--- config.mk ---
export PLATFORM = sky130hd
export DESIGN_NAME = fpio_top
export DESIGN_NICKNAME = d
export VERILOG_FILES = /design/src/pkg/fpio_pkg.sv /design/src/design/fpio_sync.sv /design/src/design/fpio_port.sv /design/src/design/fpio_top.sv
export SDC_FILE = /design/constraint.sdc
export NUM_CORES = 1
export LEC_CHECK = 0
export BUFFER_PORTS_ARGS = -buffer_cell sky130_fd_sc_hd__buf_4
export CAP_MARGIN = 30
export CORE_AREA = 5 5 199 201
export DETAILED_ROUTE_END_ITERATION = 7
export DIE_AREA = 0 0 204 206
export PLACE_DENSITY = 0.82
export SETUP_SLACK_MARGIN = 0.15
export SLEW_MARGIN = 25
export SYNTH_ARGS = -nofsm -noshare
export SYNTH_HDL_FRONTEND = slang
export SYNTH_HIERARCHICAL = 1
export SYNTH_SLANG_ARGS = --single-unit
export TNS_END_PERCENT = 10
--- constraint.sdc ---
create_clock -name sys_clk -period 2.65 [get_ports sys_clk]
set_input_delay 0.1325 -clock sys_clk [delete_from_list [all_inputs] [get_ports sys_clk]]
set_output_delay 0.1325 -clock sys_clk [all_outputs]
set_load 0.01 [all_outputs]
--- src/pkg/fpio_pkg.sv ---
// Shared constants, register map and carrier types of the five-port I/O
package fpio_pkg;

  // Port geometry
  localparam int NPORT = 5;
  localparam int PW = 8;
  localparam int NIRQ = 5;
  localparam int ADDR_W = 12;
  localparam int IDX_W = 10;

  // Register indices; byte address is four times the index
  localparam logic [IDX_W-1:0] IDX_SFR_IE = 10'h000;
  localparam logic [IDX_W-1:0] IDX_SFR_IFG = 10'h002;
  localparam logic [IDX_W-1:0] PORT_BASE [NPORT] =
    '{10'h010, 10'h020, 10'h028, 10'h018, 10'h01C};

  // Lowest field bit of the two port-zero pins inside the SPECIAL_FUNCTION_AREA words
  localparam int SFR_P0_LSB = 2;
  // Port-zero pins whose flag and enable live in the SPECIAL_FUNCTION_AREA words
  localparam logic [PW-1:0] SFR_PIN_MASK = 8'h03;

  // Offsets inside a port group
  localparam logic [IDX_W-1:0] OFF_IN = 10'h000;
  localparam logic [IDX_W-1:0] OFF_OUT = 10'h001;
  localparam logic [IDX_W-1:0] OFF_DIR = 10'h002;
  localparam logic [IDX_W-1:0] OFF_IFG = 10'h003;
  localparam logic [IDX_W-1:0] OFF_IES = 10'h004;
  localparam logic [IDX_W-1:0] OFF_IE = 10'h005;
  localparam logic [IDX_W-1:0] OFF_SEL = 10'h006;
  localparam logic [IDX_W-1:0] OFF_SEL_SMALL = 10'h003;

  // Register counts of the three port flavours
  localparam logic [IDX_W-1:0] NREG_P0 = 10'h006;
  localparam logic [IDX_W-1:0] NREG_IRQ = 10'h007;
  localparam logic [IDX_W-1:0] NREG_PLAIN = 10'h004;

  // Reset value of every control bit
  localparam logic [PW-1:0] RST_BYTE = 8'h00;
  localparam logic [PW-1:0] ALL_ONES = 8'hFF;

  // Which register a write lands in
  typedef enum logic [2:0] {
    RK_NONE = 3'h0,
    RK_OUT = 3'h1,
    RK_DIR = 3'h2,
    RK_IES = 3'h3,
    RK_IFG = 3'h4,
    RK_IE = 3'h5,
    RK_SEL = 3'h6
  } fpio_reg_e;

  // Control state of one port
  typedef struct packed {
    logic [PW-1:0] sel;
    logic [PW-1:0] ie;
    logic [PW-1:0] ifg;
    logic [PW-1:0] ies;
    logic [PW-1:0] dir;
    logic [PW-1:0] out;
  } fpio_cfg_t;

  // One masked register write toward a port
  typedef struct packed {
    logic en;
    fpio_reg_e kind;
    logic [PW-1:0] mask;
    logic [PW-1:0] data;
  } fpio_wr_t;

endpackage

--- src/design/fpio_sync.sv ---
// Two-flop synchroniser for pad levels
`timescale 1ns/1ps
`default_nettype none
module fpio_sync #(
  parameter int W = 8
) (
  input wire logic sys_clk,
  input wire logic arst_n,
  input wire logic [W-1:0] asyncIn,
  output logic [W-1:0] syncOut
);
  // First stage, read only by the second
  logic [W-1:0] meta_reg;

  // Both stages clear on reset
  always_ff @(posedge sys_clk or negedge arst_n) begin
    if (!arst_n) begin
      meta_reg <= '0;
      syncOut <= '0;
    end else begin
      meta_reg <= asyncIn;
      syncOut <= meta_reg;
    end
  end
endmodule
`default_nettype wire

--- src/design/fpio_port.sv ---
// One eight-pin port: control registers, edge detect and flags
`timescale 1ns/1ps
`default_nettype none
module fpio_port #(
  parameter bit HAS_IRQ = 1'b1
) (
  input wire logic sys_clk,
  input wire logic arst_n,
  input wire logic [fpio_pkg::PW-1:0] level,
  input wire fpio_pkg::fpio_wr_t wr,
  output fpio_pkg::fpio_cfg_t cfg
);
  import fpio_pkg::*;

  // Previous level, for edge detection
  logic [PW-1:0] levelDly_reg;
  // Set once a real previous level exists; avoids a false edge at reset
  logic primed_reg;
  logic [PW-1:0] rise;
  logic [PW-1:0] fall;
  logic [PW-1:0] edgeHit;
  // Interrupt fields exist only on interrupt-capable ports
  logic [PW-1:0] irqKeep;
  fpio_cfg_t cfg_next;

  assign irqKeep = HAS_IRQ ? ALL_ONES : RST_BYTE;
  assign rise = level & ~levelDly_reg;
  assign fall = ~level & levelDly_reg;
  // Edge select: zero picks rising, one picks falling
  assign edgeHit = ((rise & ~cfg.ies) | (fall & cfg.ies))
    & {PW{primed_reg}} & irqKeep;

  // Masked merge of a write into one field
  function automatic logic [PW-1:0] merge(
    input logic [PW-1:0] old,
    input logic hitKind
  );
    merge = hitKind ? ((old & ~wr.mask) | (wr.data & wr.mask)) : old;
  endfunction

  // Each bit written on its own through the mask
  always_comb begin
    cfg_next.out = merge(cfg.out, wr.en && wr.kind == RK_OUT);
    cfg_next.dir = merge(cfg.dir, wr.en && wr.kind == RK_DIR);
    cfg_next.sel = merge(cfg.sel, wr.en && wr.kind == RK_SEL);
    cfg_next.ies = merge(cfg.ies, wr.en && wr.kind == RK_IES)
      & irqKeep;
    cfg_next.ie = merge(cfg.ie, wr.en && wr.kind == RK_IE)
      & irqKeep;
    // New edge wins over a clear in the same cycle
    cfg_next.ifg = (merge(cfg.ifg, wr.en && wr.kind == RK_IFG)
      | edgeHit) & irqKeep;
  end

  // Register update
  always_ff @(posedge sys_clk or negedge arst_n) begin
    if (!arst_n) begin
      cfg <= '0;
      levelDly_reg <= RST_BYTE;
      primed_reg <= 1'b0;
    end else begin
      cfg <= cfg_next;
      levelDly_reg <= level;
      primed_reg <= 1'b1;
    end
  end
endmodule
`default_nettype wire

--- src/design/fpio_top.sv ---
// Five-port digital I/O block with APB register access
//
// Contract
// - Five ports zero to four, eight pins
// - Register counts six, seven, seven, four, four
// - Every pin configured independently of others
// - Ports zero to two have pin interrupts
// - Input register reads present pin levels
// - Output register drives pins set as outputs
// - Direction bit picks input or output
// - Edge select picks rising or falling event
// - Flag bit shows pending pin event
// - Enable bit gates flag into request
// - Function select hands pin to peripheral
// - Eight-bit registers; port-zero flag/enable six bits
// - Port-zero pins 0,1 flag/enable in SPECIAL_FUNCTION_AREA
// - Five vectors: p0.0, p0.1, p0.2-7, p1, p2
// - Every register readable; all but the input register writable
`timescale 1ns/1ps
`default_nettype none
module fpio_top (
  input wire logic sys_clk,
  input wire logic arst_n,
  input wire logic psel,
  input wire logic penable,
  input wire logic pwrite,
  input wire logic [fpio_pkg::ADDR_W-1:0] paddr,
  input wire logic [31:0] pwdata,
  output logic [31:0] prdata,
  output logic pready,
  output logic pslverr,
  input wire logic [fpio_pkg::NPORT-1:0][fpio_pkg::PW-1:0] padIn,
  output logic [fpio_pkg::NPORT-1:0][fpio_pkg::PW-1:0] padOut,
  output logic [fpio_pkg::NPORT-1:0][fpio_pkg::PW-1:0] padOe,
  input wire logic [fpio_pkg::NPORT-1:0][fpio_pkg::PW-1:0] periphOut,
  input wire logic [fpio_pkg::NPORT-1:0][fpio_pkg::PW-1:0] periphOe,
  output logic [fpio_pkg::NPORT-1:0][fpio_pkg::PW-1:0] periphIn,
  output logic [fpio_pkg::NIRQ-1:0] portIrq
);
  import fpio_pkg::*;

  // Synchronised pin levels
  logic [NPORT-1:0][PW-1:0] level;
  // Control state of every port
  fpio_cfg_t cfg [NPORT];
  // Write request per port
  fpio_wr_t wrBus [NPORT];

  // Register index taken from the word address
  logic [IDX_W-1:0] idx;
  // Decode results
  logic hit;
  logic [2:0] decPort;
  fpio_reg_e decKind;
  logic [PW-1:0] decMask;
  logic [PW-1:0] decData;
  logic [31:0] rdNext;

  // Bus phases
  logic setupPhase;
  logic doWrite;

  // Output next values
  logic [NPORT-1:0][PW-1:0] padOut_next;
  logic [NPORT-1:0][PW-1:0] padOe_next;
  logic [NIRQ-1:0] irq_next;

  assign idx = paddr[ADDR_W-1:2];
  assign setupPhase = psel & ~penable;
  // Write commits only at the access edge that also sees pready
  assign doWrite = psel & penable & pready & pwrite & hit;

  // Pad synchronisers, one per port
  genvar gp;
  generate
    for (gp = 0; gp < NPORT; gp++) begin : g_port
      fpio_sync #(
        .W(PW)
      ) u_sync (
        .sys_clk(sys_clk),
        .arst_n(arst_n),
        .asyncIn(padIn[gp]),
        .syncOut(level[gp])
      );

      // Port three and four lack interrupt logic
      fpio_port #(
        .HAS_IRQ(gp < 3)
      ) u_port (
        .sys_clk(sys_clk),
        .arst_n(arst_n),
        .level(level[gp]),
        .wr(wrBus[gp]),
        .cfg(cfg[gp])
      );

      // Route the decoded write to its port only
      assign wrBus[gp] = '{
        en: doWrite && decPort == 3'(gp),
        kind: decKind,
        mask: decMask,
        data: decData
      };

      // Peripheral takes the pin when selected
      assign padOut_next[gp] = (cfg[gp].sel & periphOut[gp])
        | (~cfg[gp].sel & cfg[gp].out);
      assign padOe_next[gp] = (cfg[gp].sel & periphOe[gp])
        | (~cfg[gp].sel & cfg[gp].dir);
    end
  endgenerate

  // Five request lines from flag and enable
  assign irq_next[0] = cfg[0].ifg[0] & cfg[0].ie[0];
  assign irq_next[1] = cfg[0].ifg[1] & cfg[0].ie[1];
  assign irq_next[2] = |(cfg[0].ifg & cfg[0].ie & ~SFR_PIN_MASK);
  assign irq_next[3] = |(cfg[1].ifg & cfg[1].ie);
  assign irq_next[4] = |(cfg[2].ifg & cfg[2].ie);

  // Address decode, read mux and write steering
  always_comb begin
    logic [IDX_W-1:0] off;
    logic [IDX_W-1:0] nReg;
    logic [PW-1:0] rdByte;
    off = '0;
    nReg = '0;
    rdByte = RST_BYTE;
    hit = 1'b0;
    decPort = 3'h0;
    decKind = RK_NONE;
    decMask = ALL_ONES;
    decData = pwdata[PW-1:0];
    rdNext = 32'h0000_0000;
    // Port-zero low pins live in the SPECIAL_FUNCTION_AREA words
    if (idx == IDX_SFR_IE) begin
      hit = 1'b1;
      decKind = RK_IE;
      decMask = SFR_PIN_MASK;
      decData = {6'h00, pwdata[SFR_P0_LSB+1:SFR_P0_LSB]};
      rdNext[SFR_P0_LSB+1:SFR_P0_LSB] = cfg[0].ie[1:0];
    end else if (idx == IDX_SFR_IFG) begin
      hit = 1'b1;
      decKind = RK_IFG;
      decMask = SFR_PIN_MASK;
      decData = {6'h00, pwdata[SFR_P0_LSB+1:SFR_P0_LSB]};
      rdNext[SFR_P0_LSB+1:SFR_P0_LSB] = cfg[0].ifg[1:0];
    end else begin
      for (int p = 0; p < NPORT; p++) begin
        // Register count depends on port flavour
        if (p == 0) begin
          nReg = NREG_P0;
        end else if (p < 3) begin
          nReg = NREG_IRQ;
        end else begin
          nReg = NREG_PLAIN;
        end
        off = idx - PORT_BASE[p];
        if (idx >= PORT_BASE[p] && off < nReg) begin
          hit = 1'b1;
          decPort = 3'(p);
          // Port zero keeps only the upper six flag and enable bits
          if (p == 0) begin
            decMask = ~SFR_PIN_MASK;
          end
          if (off == OFF_IN) begin
            rdByte = level[p];
          end else if (off == OFF_OUT) begin
            decKind = RK_OUT;
            rdByte = cfg[p].out;
          end else if (off == OFF_DIR) begin
            decKind = RK_DIR;
            rdByte = cfg[p].dir;
          end else if (p >= 3 && off == OFF_SEL_SMALL) begin
            decKind = RK_SEL;
            rdByte = cfg[p].sel;
          end else if (off == OFF_IFG) begin
            decKind = RK_IFG;
            rdByte = cfg[p].ifg & decMask;
          end else if (off == OFF_IES) begin
            decKind = RK_IES;
            rdByte = cfg[p].ies;
          end else if (off == OFF_IE) begin
            decKind = RK_IE;
            rdByte = cfg[p].ie & decMask;
          end else if (off == OFF_SEL) begin
            decKind = RK_SEL;
            rdByte = cfg[p].sel;
          end
          // Input register ignores writes; all else is writable
          if (p != 0 || (off != OFF_IFG && off != OFF_IE)) begin
            decMask = ALL_ONES;
          end
          rdNext[PW-1:0] = rdByte;
        end
      end
    end
  end

  // Bus answer: zero wait state, data caught during setup
  always_ff @(posedge sys_clk or negedge arst_n) begin
    if (!arst_n) begin
      pready <= 1'b0;
      pslverr <= 1'b0;
      prdata <= 32'h0000_0000;
    end else begin
      pready <= setupPhase;
      // Unmapped index answers with an error
      pslverr <= setupPhase & ~hit;
      if (setupPhase) begin
        prdata <= pwrite ? 32'h0000_0000 : rdNext;
      end
    end
  end

  // Pad drive and request lines from flip-flops
  always_ff @(posedge sys_clk or negedge arst_n) begin
    if (!arst_n) begin
      padOut <= '0;
      padOe <= '0;
      periphIn <= '0;
      portIrq <= '0;
    end else begin
      padOut <= padOut_next;
      padOe <= padOe_next;
      periphIn <= level;
      portIrq <= irq_next;
    end
  end
endmodule
`default_nettype wire

==> impl_metrics.tcl <==
set metrics [dict create \
    p_seq_share_pct 45.6 \
    crit_start "paddr[5]" \
    fillers 2489 \
    fin_setup_tns_ps 0 \
    r2r_cells 7 \
    cts-buffers-inserted 45 \
    yosysWarnings 6 \
    worstPathArrival_ps 2960 \
    h-tree-depth 2 \
    sw_frac_of_total_pct 23.7 \
    syn_area_per_cell_sq_um 11.9 \
    cts.sinks 434 \
    grt_pass1_wl_um 106000 \
    min_path_type "input port to flip-flop" \
    r2r_end "prdata[7]" \
    r2r_slack_ps 470 \
    power_density_nw_per_um2 558 \
    clk_latency_ps 580 \
    grtUsageTotal_pct 33.3 \
    rsz0062_at_grt "true" \
    fp.dieH_um 206 \
    switching_power_uw 3560 \
    finalPower_uw 15000 \
    area_delta_synth_final_pct 34.2 \
    power.leakage_uw 0.0127 \
    drcViolationCount 0 \
    final_nets 2415 \
    worstMarginPinSlew_ps 756 \
    start_util_pct 53.5 \
    maxSlewViolCount 0 \
    antenna_found_initial 0 \
    core-area_sq_um 37400 \
    dp.final_hpwl_um 47700 \
    setup_viol 0 \
    crit_chain "buf_4, buf_12, inv_4, ha_4, nor2b_4, nand2_2, a311oi_4, nand3_4, o221ai_2, o211ai_1, o211ai_1, buf_4, buf_6, and4bb_2, buf_4, nand2_1, mux2_2" \
    clkPwrFrac_pct 45.1 \
    synth_cells 1686 \
    syn_area_sq_um 20000 \
    critical_path_class "input port to flip-flop" \
    comb_power_share_pct 9.3 \
    path_common_cell "buf_4" \
    cts_tree "done" \
    worstPathMaxFanout 10 \
    intPower_uw 11400 \
    row_count 71 \
    maxCapViolCount 0 \
    grt_max_degree 97 \
    path_clk_slew_ps 60 \
    gp_congestion 0.991 \
    crit_required_ps 3100 \
    grt_overflow 0 \
    layout_min_cycle_time_ps 2510 \
    clockBufferDepth 3 \
    num_vias 16975 \
    viasPerCell 6.09 \
    status "finished, final reports clean" \
    avgRoutedWirePerCell_um 25.8 \
    skew_ps 14.7 \
    drtIter0Drc 1643 \
    slew_headroom_pct 49.5 \
    drtAntennaViolNets 0 \
    ir_worst_vdd_mv 0.493 \
    io_pins 328 \
    dieWidth_um 204 \
    root_buffer "clkbuf_16" \
    slowest_delay_ps 400 \
    die_area_sq_um 42000 \
    finalHoldViolCount 0 \
    drive_above_1_share_pct 37.1 \
    crit_path_end_kind "flip-flop" \
    fmax_mhz 398 \
    antennaDiodeCount 0 \
    wl_um 71800 \
    start_kind "input port" \
    crit_path_top_delay_cell "a311oi_4" \
    post-route-period-util_pct 94.8 \
    drtPass1Iterations 6 \
    grt_pass1_vias 17595 \
    io_buffers 277 \
]
[stage by stage]
stage / hold slack, ps / setup WS (ps) / cell area [sq um] / std cells / util (%)
global placement: 118 / -533 / 23600 / 2567 / 63.1
CTS: 17.9 / 167 / 26500 / 2773 / 70.8
finish: 58.6 / 137 / 26800 / 2787 / 71.8
floorplan: -163 / -399 / 20200 / 1713 / -
global route: 90.1 / 61.3 / 26800 / 2787 / 71.8
detailed placement: 120 / -596 / 23600 / 2567 / 63.1
[critical path, delay by kind of cell]
family | cells | cell delay [ps]
multiplexers | 1 | 330
buffers and inverters | 6 | 780
AND/OR/NAND/NOR | 5 | 700
adder cells (fa/ha/maj) | 1 | 160
AO/OA/AOI/OAI | 4 | 820
[repair_timing]
| item | in CTS | in global routing |
|---|---|---|
| endpoints found under the hold margin | 254 | 0 |
| cloned | 0 | 4 |
| setup buffers | 0 | 10 |
| pin swaps | 0 | 21 |
| hold buffers | 123 | 0 |
| resized for setup | 5 | 75 |
| endpoints found under the setup margin | 111 | 188 |
[power by group through the flow]
stage	registers, uW	clock network (uW)	logic (uW)
floorplan	6930	0	478
global placement	6940	0	1150
detailed placement	6950	0	1160
CTS	6830	6750	1320
global route	6850	7090	1480
finish	6840	6750	1400
[worst min path at each step]
stage	from	endpoint	slack, ps	cells past startpoint
6_report	penable	pready	60	4
5_1_grt	penable	pready	90	4
4_1_cts	penable	pready	20	4
3_5_place_dp	arst_n	periphIn[29]	120	1
3_3_place_gp	arst_n	periphIn[29]	120	1
2_1_floorplan	arst_n	asynchronous set/reset pin	-160	0
[cell type report]
class / instances / area [sq um] / share of cell area (%)
inverters: 17 / 68.8 / 0.256
repair buffers: 593 / 5000 / 18.6
multi-input cells: 1149 / 8660 / 32.3
well taps: 511 / 639 / 2.38
flip-flops and latches: 434 / 10900 / 40.5
clock buffers: 66 / 1400 / 5.21
clock inverters: 17 / 200 / 0.746
[layout by cell type (no fill, tap or decap), types with 14 or more instances in the layout]
cell and count:
nor2_1 40, a22oi_1 25, a21oi_1 51, dlygate4sd3_1 123, buf_12 15, clkbuf_16 47
o22ai_1 41, mux2i_1 22, mux2_1 45, a221o_1 27, mux2_2 198, and3_1 27
conb_1 33, o21ai_0 50, nand2_1 249, buf_4 439, nand2_2 15, nand2b_1 38
and2_1 14, clkbuf_8 15, dfrtp_1 434
[per-layer routing]
metal / track usage (%) / up-vias / share of wire [%]
met5: 0 / - / 0
met3: 7.94 / 212 / 9.5
met2: 55.3 / 1048 / 49
met1: 42.7 / 8526 / 38
met4: 12.8 / 0 / 4.1
li1: - / 7189 / -
(Power assumes the default switching activity.)
